<file path="config.mk">
export PLATFORM = sky130hd
export DESIGN_NAME = tcp_timer
export DESIGN_NICKNAME = d
export VERILOG_FILES = /design/src/hdl/tcp_pkg.sv /design/src/hdl/tcp_prescaler.sv /design/src/hdl/tcp_timer.sv
export VERILOG_INCLUDE_DIRS = /design/src /design/src/hdl
export SDC_FILE = /design/constraint.sdc
export NUM_CORES = 1
export LEC_CHECK = 0
export ABC_AREA = 1
export BUFFER_PORTS_ARGS = -buffer_cell sky130_fd_sc_hd__buf_2
export CAP_MARGIN = 25
export CORE_UTILIZATION = 49
export DETAILED_ROUTE_END_ITERATION = 16
export GPL_TIMING_DRIVEN = 0
export PLACE_DENSITY_LB_ADDON = 0.2
export SYNTH_ARGS = -nofsm -noshare
export SYNTH_HDL_FRONTEND = slang
export SYNTH_SLANG_ARGS = --single-unit
</file>
<file path="constraint.sdc">
create_clock -name mclk -period 2.3 [get_ports mclk]
set_input_delay 0.23 -clock mclk [delete_from_list [all_inputs] [get_ports mclk]]
set_output_delay 0.23 -clock mclk [all_outputs]
set_load 0.01 [all_outputs]
</file>
<file path="src/hdl/tcp_consts.svh">
// Overview of operation
// - Mode 010b advances count once per selected pin edge, not per tick.
// - Polarity bit picks rising or falling pin edges; never both.
// - Counter mode ignores prescaler fields entirely.
// - Counter mode: cycle after count equals compare sets flag, count reloads to one.
// - Software count load affects first period only; later periods start at one.
// - Count is zero after reset.
// - Mode 011b toggles output after the tick where count equals match value.
// - PWM: tick after count equals compare reloads one, restores output, sets flag.
// - PWM polarity 0: output starts low, high at match, low at compare.
// - PWM polarity 1: output starts high, low at match, high at compare.
// - PWM period from count one equals compare value in prescaled ticks.
// - PWM and capture modes advance once per prescaled tick.
// - Mode 100b: tick after selected edge copies count to match, reloads one.
// - Capture without edge reloads one at compare, no copy.
// - Capture and compare end both set flag; interrupt raised when enabled.
// - A write to the flag field clears the flag, unless a flag set lands in the same cycle, which wins.
// - Count value is readable at all times.
// - Prescaler divides mclk by 1 to 4096.
`ifndef TCP_CONSTS_SVH
`define TCP_CONSTS_SVH

`define TCP_MODE_COUNTER 3'h2
`define TCP_MODE_PWM     3'h3
`define TCP_MODE_CAPTURE 3'h4

`define TCP_COUNT_RESET  32'h0000_0000
`define TCP_COUNT_RELOAD 32'h0000_0001
`define TCP_COUNT_STEP   32'h0000_0001

`define TCP_PRESC_WIDTH   12
`define TCP_PRESC_MAX_EXP 4'hc
`define TCP_PRESC_ZERO    12'h000
`define TCP_PRESC_STEP    12'h001

`endif

</file>
<file path="src/hdl/tcp_pkg.sv">
`default_nettype none
`include "tcp_consts.svh"

package tcp_pkg;

  typedef struct packed {
    logic        sync1;
    logic        sync2;
    logic        prev;
    logic        pend;
    logic [31:0] count;
    logic [31:0] match;
    logic        flag;
    logic        irq;
    logic        pwm;
    logic        oe_n;
  } tcp_state_t;

  typedef struct packed {
    logic [`TCP_PRESC_WIDTH-1:0] cnt;
    logic                        tick;
  } tcp_presc_t;

endpackage

`default_nettype wire

</file>
<file path="src/hdl/tcp_prescaler.sv">
`default_nettype none
`include "tcp_consts.svh"

module tcp_prescaler (
  input  wire logic       mclk,
  input  wire logic       rst_n,
  input  wire logic       run,
  input  wire logic [3:0] exponent,
  output logic            tick
);

  tcp_pkg::tcp_presc_t          q;
  tcp_pkg::tcp_presc_t          d;
  logic [3:0]                   exp_c;
  logic [`TCP_PRESC_WIDTH-1:0]  mask;

  assign exp_c = (exponent > `TCP_PRESC_MAX_EXP) ? `TCP_PRESC_MAX_EXP : exponent;

  ////////////////////////////////////////////////////////////////////////
  // Divide by two to the exponent, 1 to 4096
  genvar i;
  generate
    for (i = 0; i < `TCP_PRESC_WIDTH; i++)
    begin : g_mask
      assign mask[i] = (4'(i) < exp_c);
    end
  endgenerate

  always_comb
  begin
    d = q;
    if (run)
    begin
      d.cnt  = q.cnt + `TCP_PRESC_STEP;
      d.tick = ((q.cnt & mask) == mask);
      if ((q.cnt & mask) == mask)
      begin
        d.cnt = `TCP_PRESC_ZERO;
      end
    end
    else
    begin
      d.cnt  = `TCP_PRESC_ZERO;
      d.tick = 1'b0;
    end
  end

  always_ff @(posedge mclk)
  begin
    if (!rst_n)
    begin
      q <= '0;
    end
    else
    begin
      q <= d;
    end
  end

  assign tick = q.tick;

endmodule

`default_nettype wire

</file>
<file path="src/hdl/tcp_timer.sv">
`default_nettype none
`include "tcp_consts.svh"

module tcp_timer (
  input  wire logic        mclk,
  input  wire logic        rst_n,
  input  wire logic        timer_enable_bit,
  input  wire logic [2:0]  mode_select_field,
  input  wire logic        polarity_bit,
  input  wire logic [2:0]  prescale_low_field,
  input  wire logic        prescale_high_bit,
  input  wire logic [31:0] compare_value,
  input  wire logic        count_wr_en,
  input  wire logic [31:0] count_wr_data,
  input  wire logic        match_wr_en,
  input  wire logic [31:0] match_wr_data,
  input  wire logic        flag_clear,
  input  wire logic        irq_enable,
  input  wire logic        pin_in,
  output logic             pin_out,
  output logic             pin_oe_n,
  output logic [31:0]      count_value,
  output logic [31:0]      match_capture_value,
  output logic             period_event_flag,
  output logic             timer_irq
);

  localparam tcp_pkg::tcp_state_t RST_STATE = '{
    sync1: 1'b0,
    sync2: 1'b0,
    prev:  1'b0,
    pend:  1'b0,
    count: `TCP_COUNT_RESET,
    match: `TCP_COUNT_RESET,
    flag:  1'b0,
    irq:   1'b0,
    pwm:   1'b0,
    oe_n:  1'b1
  };

  tcp_pkg::tcp_state_t q;
  tcp_pkg::tcp_state_t d;
  logic                cnt_mode;
  logic                pwm_mode;
  logic                cap_mode;
  logic                edge_sel;
  logic                hit_cmp;
  logic                hit_match;
  logic                tick;
  logic                pend_any;
  logic                set_flag;

  ////////////////////////////////////////////////////////////////////////
  // Mode decode and comparisons
  assign cnt_mode  = timer_enable_bit && (mode_select_field == `TCP_MODE_COUNTER);
  assign pwm_mode  = timer_enable_bit && (mode_select_field == `TCP_MODE_PWM);
  assign cap_mode  = timer_enable_bit && (mode_select_field == `TCP_MODE_CAPTURE);
  assign hit_cmp   = (q.count == compare_value);
  assign hit_match = (q.count == q.match);

  assign edge_sel = (q.sync2 != q.prev) && (q.sync2 == ~polarity_bit);
  assign pend_any = q.pend || edge_sel;

  assign set_flag = (cnt_mode && hit_cmp)
                  || (pwm_mode && tick && hit_cmp)
                  || (cap_mode && tick && (pend_any || hit_cmp));

  ////////////////////////////////////////////////////////////////////////
  // Prescaled tick, idle in counter mode
  // prescaler not used for counting edges
  tcp_prescaler u_presc (
    .mclk     (mclk),
    .rst_n    (rst_n),
    .run      (pwm_mode || cap_mode),
    .exponent ({prescale_high_bit, prescale_low_field}),
    .tick     (tick)
  );

  ////////////////////////////////////////////////////////////////////////
  // Next state
  always_comb
  begin
    d       = q;
    d.sync1 = pin_in;
    d.sync2 = q.sync1;
    d.prev  = q.sync2;
    d.pend  = 1'b0;
    if (cnt_mode)
    begin
      if (hit_cmp)
      begin
        d.count = `TCP_COUNT_RELOAD;
      end
      else if (edge_sel)
      begin
        d.count = q.count + `TCP_COUNT_STEP;
      end
    end
    else if (pwm_mode)
    begin
      if (tick)
      begin
        if (hit_cmp)
        begin
          d.count = `TCP_COUNT_RELOAD;
          d.pwm   = polarity_bit;
        end
        else
        begin
          d.count = q.count + `TCP_COUNT_STEP;
          if (hit_match)
          begin
            d.pwm = ~polarity_bit;
          end
        end
      end
    end
    else if (cap_mode)
    begin
      d.pend = tick ? 1'b0 : pend_any;
      if (tick)
      begin
        if (pend_any)
        begin
          d.match = q.count;
          d.count = `TCP_COUNT_RELOAD;
        end
        else if (hit_cmp)
        begin
          d.count = `TCP_COUNT_RELOAD;
        end
        else
        begin
          d.count = q.count + `TCP_COUNT_STEP;
        end
      end
    end
    if (!pwm_mode)
    begin
      d.pwm = polarity_bit;
    end
    d.oe_n = (mode_select_field != `TCP_MODE_PWM);
    // software load only seeds one period
    if (count_wr_en)
    begin
      d.count = count_wr_data;
    end
    if (match_wr_en)
    begin
      d.match = match_wr_data;
    end
    d.flag = set_flag || (q.flag && !flag_clear);
    d.irq  = d.flag && irq_enable;
  end

  always_ff @(posedge mclk)
  begin
    if (!rst_n)
    begin
      q <= RST_STATE;
    end
    else
    begin
      q <= d;
    end
  end

  assign count_value         = q.count;
  assign match_capture_value = q.match;
  assign period_event_flag   = q.flag;
  assign timer_irq           = q.irq;
  assign pin_out             = q.pwm;
  assign pin_oe_n            = q.oe_n;
endmodule

`default_nettype wire

</file>
==> impl_metrics.tcl, run 1 <==
set metrics [dict create \
    status "finished clean" \
    via_per_inst 4.985 \
    maxClockFrequency_mhz 465.7 \
    layout.nets 1248 \
    clock_sinks 85 \
    synthMuxAreaShare_pct 0 \
    cp_slowest_cell "dfxtp_1" \
    wl_per_cell_microns 14.38 \
    diodes 0 \
    dp_hpwl_microns 14620 \
    rsz0062_at_grt "false" \
    grt_max_degree 15 \
    hp-class "primary input to flop" \
    synth_xor_area_share_pct 12.27 \
    synth_simple_gate_area_share_pct 31.11 \
    synth.avg_cell_area_sq_um 6.571 \
    synth_nets 1059 \
    ctsHtreeMaxLevel 3 \
    drc 0 \
    areaGrowthSynthToFinish_pct 23.21 \
    drt-initial-drc-count 506 \
    setup_violations 0 \
    synthAdderAreaFrac_pct 0.4030 \
    crit_type "flop to flop" \
    synth-compound-area-share_pct 11.28 \
    die_h_microns 114.6 \
    layout_commonest_cell "nand2_1" \
    dp.cells 1291 \
    drtPass1Iterations 5 \
    clock_latency_ps 350 \
    vias 6515 \
    synth_warnings 0 \
    ant_nets 0 \
    worst-endpoint-required_ps 2580 \
    critPathArrivalTime_ps 2430 \
    cap_violations 0 \
    die_w_microns 114.6 \
    met2_length_microns 8774 \
    slew_headroom_pct 52.29 \
    grtUsageTotal_pct 29.75 \
    cp_max_fo 7 \
    synth_top_family_by_area "simple AND/OR/NAND/NOR gates" \
    holdWs_ps 67.18 \
    wl_microns 18790 \
    coreArea_sq_mm 0.01216 \
    post_cts_buffers 0 \
    finalNonFillerCells 1307 \
    tns_ps 0 \
    min_period_ps 2147 \
    finalPower_mw 4.273 \
    async_flop_share_pct 0 \
    ctsResizeCount 0 \
    clock_skew_ps 13.80 \
    clkTransAtPathRegs_ps 70 \
    cts_root_buf "clkbuf_16" \
    irDropWorstVdd_uv 376.8 \
    cts_tree "done" \
    fin_ws_ps 152.6 \
    crit_path_frequent_cell "nor2_1" \
    cts_buffers 9 \
    initial_core_util_pct 51.06 \
    drive_gt1_share_pct 28.01 \
    synth.distinct_cells 40 \
    num_rows 40 \
    crit_chain "ha_1, nand2_1, nor2_2, nand2_2, nor2_1, nand3_1, xor2_1, o21ai_0, nor2_1, nor2_1" \
    antenna_found_initial 0 \
    ys_seq_elements 85 \
    highest_layer "met4" \
    worstSetupStartpointType "flop" \
    cts_hold_buf 0 \
    end_kind "flop" \
    netlist_instances 945 \
    io_buffers 178 \
    period_share_pct 93.37 \
    synthFlopType "dfxtp_1" \
    yosysSeqAreaShare_pct 27.40 \
    p_leak_nw 3.493 \
    final_cell_mix "nand2_1 (235), buf_2 (193), nor2_1 (127)" \
    grt_pass1_vias 5987 \
    maxSlewViolCount 0 \
    synth_edf_count 0 \
    wl_met1_microns 7941 \
    tightest_slew_ps 715.7 \
    synthesis.area_sq_mm 0.006210 \
    preCtsSetupSlack_ps 197.5 \
    power_density_mw_per_mm2 558.4 \
    cpPeakStageDelay_ps 510 \
    dieArea_sq_mm 0.01313 \
    wl_met3_microns 1509 \
    report.final.hold_viol_count 0 \
    boundaryPins 180 \
    clockBufferDepth 2 \
    grt-ovfl-total 0 \
    grt_pass1_wl_microns 29620 \
    gp_congestion 0.9552 \
]
==> path summary, 6_finish.rpt <==
| check | startpoint | cells after the start | endpoint | slack (ps) |
|---|---|---|---|---|
| hold reg to reg | d[70]$_SDFF_PN0_ | 2 | d[69]$_SDFF_PN0_ | 420 |
| setup / recovery | count_value[1]$_SDFFE_PN0P_ | 10 | count_value[18]$_SDFFE_PN0P_ | 150 |
| setup reg to reg | count_value[1]$_SDFFE_PN0P_ | 10 | count_value[18]$_SDFFE_PN0P_ | 150 |
| hold / removal | pin_in | 3 | d[70]$_SDFF_PN0_ | 70 |
==> power by group <==
part	switching [mW]	internal, mW	total [mW]
logic	0.513	0.452	0.965
registers	0.0738	1.55	1.62
clock network	0.624	1.06	1.69
==> kinds of logic after synthesis <==
| group | Yosys count |
|---|---|
| buffers and inverters | 187 |
| XOR/XNOR | 87 |
| flip-flops | 85 |
| adder cells (fa/ha/maj) | 2 |
| AND/OR/NAND/NOR | 456 |
| AO/OA/AOI/OAI | 128 |
==> state kept, by name, indices dropped and copies added (netlist names) <==
| signal | count |
|---|---|
| d | 2 |
| match_capture_value | 32 |
| pin_out | 1 |
| timer_irq | 1 |
| count_value | 32 |
| pin_oe_n | 1 |
| u_presc.tick | 1 |
| u_presc.q | 12 |
| q | 2 |
| period_event_flag | 1 |
==> layout make-up <==
cell class	count	area, sq um
Buffer	120	834.6
Sequential cell	85	1702
Tap cell	168	210.2
Timing Repair Buffer	178	890.9
Clock buffer	10	229.0
Inverter	67	254.0
Fill cell	1213	4511
Multi-Input combinational cell	673	3420
Clock inverter	6	111.4
==> Yosys cell counts, drive strengths merged (26+ instances only) <==
master,n,area (sq um)
a21oi,35,178.9
buf,98,747.0
nand3,39,200.2
inv,65,246.5
dfxtp,85,1702
xnor2,61,534.3
nor2,134,535.5
nand2,242,959.7
o21ai,66,330.3
nor3,29,160.2
xor2,26,227.7
==> stage by stage <==
stage	util (%)	cell area, sq um
global placement	60.11	7311
global route	62.91	7651
detailed placement	60.11	7311
CTS	62.91	7651
floorplan	-	6210
finish	62.91	7651
==> worst max-delay path: cells and delay by family, from the launching register on <==
family | cells | cell delay (ps)
adders and majority gates | 1 | 250
and+or+nand+nor | 7 | 950
xor gates and xnor gates | 1 | 170
AOI/OAI and AO/OA | 1 | 180
DFF | 1 | 510
==> metal layers <==
metal  up-vias  GRT usage, %
li1       3302             -
met1      2912         37.59
met2       266         49.66
met3        35         5.294
met4         0         12.90
met5         -             0
(Power assumes the default switching activity.)
==> run 2, diff against run 1 <==
- CORE_UTILIZATION: 49 -> 48
- clock period: 2.3 -> 1.84 ns (I/O delays scaled with it)
==> run 2 against run 1 <==
  * The flow now finishes with violations (setup timing)
  * Register-to-register slack got worse by 270 ps
  * Cell count grew 2.8%
  * Sequential power grew 26%
  * Global-route usage rose by 0.46 points
  * Flip-flop and latch count is the same
  * Total power increased by 24%
  * Maximum frequency up 9.9%
  * Final area rose by 9.1%
  * Critical path type unchanged
==> impl_metrics.tcl, run 2 (synthesis results as in run 1) <==
set metrics [dict create \
    status "finished, violations left" \
    violations "setup timing" \
    cts_hold_buf 0 \
    grt_max_degree 14 \
    crit_chain "buf_6, xnor2_1, nand2_1, nor2_2, nand2_2, nor2_4, nand2_4, buf_12, nand2_8, clkbuf_16, buf_6, o21ai_2, nor2_1, nor2_1" \
    wl_per_cell_microns 14.95 \
    cp_max_fo 5 \
    dieArea_sq_mm 0.01340 \
    critPathBufInv 4 \
    vias 6771 \
    coreArea_sq_mm 0.01262 \
    rrSetupSlack_ps -110 \
    crit_type "flop to flop" \
    hp-class "primary input to flop" \
    critPathCapture "count_value[31]$_SDFFE_PN0P_" \
    report.final.hold_viol_count 0 \
    tns_ps -1930 \
    cts_root_buf "clkbuf_16" \
    cp.depth 14 \
    cpPeakStageDelay_ps 320 \
    cts_tree "done" \
    grtUsageTotal_pct 30.21 \
    layout_commonest_cell "nand2_1" \
    wl_microns 20080 \
    maxSlewViolCount 0 \
    fin_ws_ps -114.7 \
    setup_violations 33 \
    crit_family "simple AND/OR/NAND/NOR gates" \
    cp_slowest_cell "dfxtp_1" \
    antenna_found_initial 0 \
    r2r-start "count_value[4]$_SDFFE_PN0P_" \
    clockBufferDepth 2 \
    diodes 0 \
    tightest_slew_ps 688.2 \
    p_leak_nw 3.788 \
    via_per_inst 5.042 \
    grt_pass1_wl_microns 30800 \
    min_period_ps 1955 \
    clkTransAtPathRegs_ps 70 \
    boundaryPins 180 \
    final_cell_mix "nand2_1 (231), buf_2 (179), nor2_1 (110)" \
    gp_congestion 0.9735 \
    maxClockFrequency_mhz 511.6 \
    clock_sinks 85 \
    areaGrowthSynthToFinish_pct 34.41 \
    drive_gt1_share_pct 35.18 \
    drc 0 \
    fillCellCount 1150 \
    worstSetupStartpointType "flop" \
    critPathArrivalTime_ps 2200 \
    grt-ovfl-total 0 \
    grt_pass1_vias 6288 \
    io_buffers 178 \
    ant_nets 0 \
    holdWs_ps 17.26 \
    period_share_pct 106.2 \
    rsz0062_at_grt "true" \
    clock_skew_ps 8.984 \
    die_w_microns 115.7 \
    clock_latency_ps 350 \
    place_area_sq_mm 0.007316 \
    cts_buffers 9 \
    initial_core_util_pct 49.21 \
    end_kind "flop" \
    slew_headroom_pct 54.12 \
    reg2reg_depth 14 \
    drt-initial-drc-count 516 \
    final_util_pct 66.14 \
    cap_violations 0 \
    die_h_microns 115.7 \
    dp_hpwl_microns 14520 \
    reg2reg_to "count_value[31]$_SDFFE_PN0P_" \
    ctsHtreeMaxLevel 3 \
    drtPass1Iterations 5 \
    irDropWorstVdd_uv 474.3 \
    layout.nets 1280 \
    startpoint "count_value[4]$_SDFFE_PN0P_" \
    stdcell_area_sq_mm 0.008347 \
    num_rows 41 \
    power_density_mw_per_mm2 634.3 \
    worst-endpoint-required_ps 2090 \
]
[run 2: final cells by class]
cell class                 instances  area (sq um)  share of cell area, %
tap                              172         215.2                  2.578
inverter                          67         259.0                  3.103
buffer                           119         983.4                  11.78
sequential                        85          1724                  20.66
multi-input combinational        674          3659                  43.83
clock buffer                      12         246.5                  2.953
clock inverter                     4         47.55                 0.5696
timing repair buffer             210          1212                  14.53
[run 2: worst min-delay path by stage]
stage	start	end	slack [ps]	depth (start not counted)
5_1_grt	pin_in	d[70]$_SDFF_PN0_	20	3
3_3_place_gp	pin_in	d[70]$_SDFF_PN0_	370	3
6_report	pin_in	d[70]$_SDFF_PN0_	20	3
3_5_place_dp	pin_in	d[70]$_SDFF_PN0_	380	3
4_1_cts	pin_in	d[70]$_SDFF_PN0_	10	3
2_1_floorplan	mode_select_field[2]	pin_oe_n$_SDFF_PN1_	280	2
[run 2: worst reg2reg max path, cell delays in order, from the launching register on]
cell and delay (ps):
dfxtp_1 320, buf_6 130, xnor2_1 180, nand2_1 90, nor2_2 120, nand2_2 70, nor2_4 180, nand2_4 90
buf_12 150, nand2_8 90, clkbuf_16 160, buf_6 90, o21ai_2 40, nor2_1 110, nor2_1 50
[run 2: routing by layer]
metal	vias to the layer above	global-route usage, %	share of wire (%)
met3	47	4.027	7.7
met1	3051	40.41	44
met4	0	14.44	3.6
met2	302	48.18	45
li1	3371	-	-
met5	-	0	0
[run 2: timing repair]
item / CTS / global route
gates resized for setup: 103 / 45
setup buffers: 17 / 11
cloned: 4 / 1
pin swaps: 18 / 29
endpoints found under the setup margin: 55 / 75
[run 2: power breakdown]
part | internal, mW | switching [mW]
Clock | 1.09 | 0.773
Combinational | 0.687 | 0.711
Sequential | 1.94 | 0.0969
Total | 3.71 | 1.58
[run 2: metrics by stage]
stage / total power [mW] / cells / setup WS [ps]
6_report: 5.294 / 1343 / -114.7
2_1_floorplan: 2.856 / 945 / 130.4
3_3_place_gp: 3.251 / 1295 / -301.9
5_1_grt: 5.519 / 1343 / -201.0
3_5_place_dp: 3.263 / 1295 / -273.1
4_1_cts: 5.225 / 1331 / -74.63
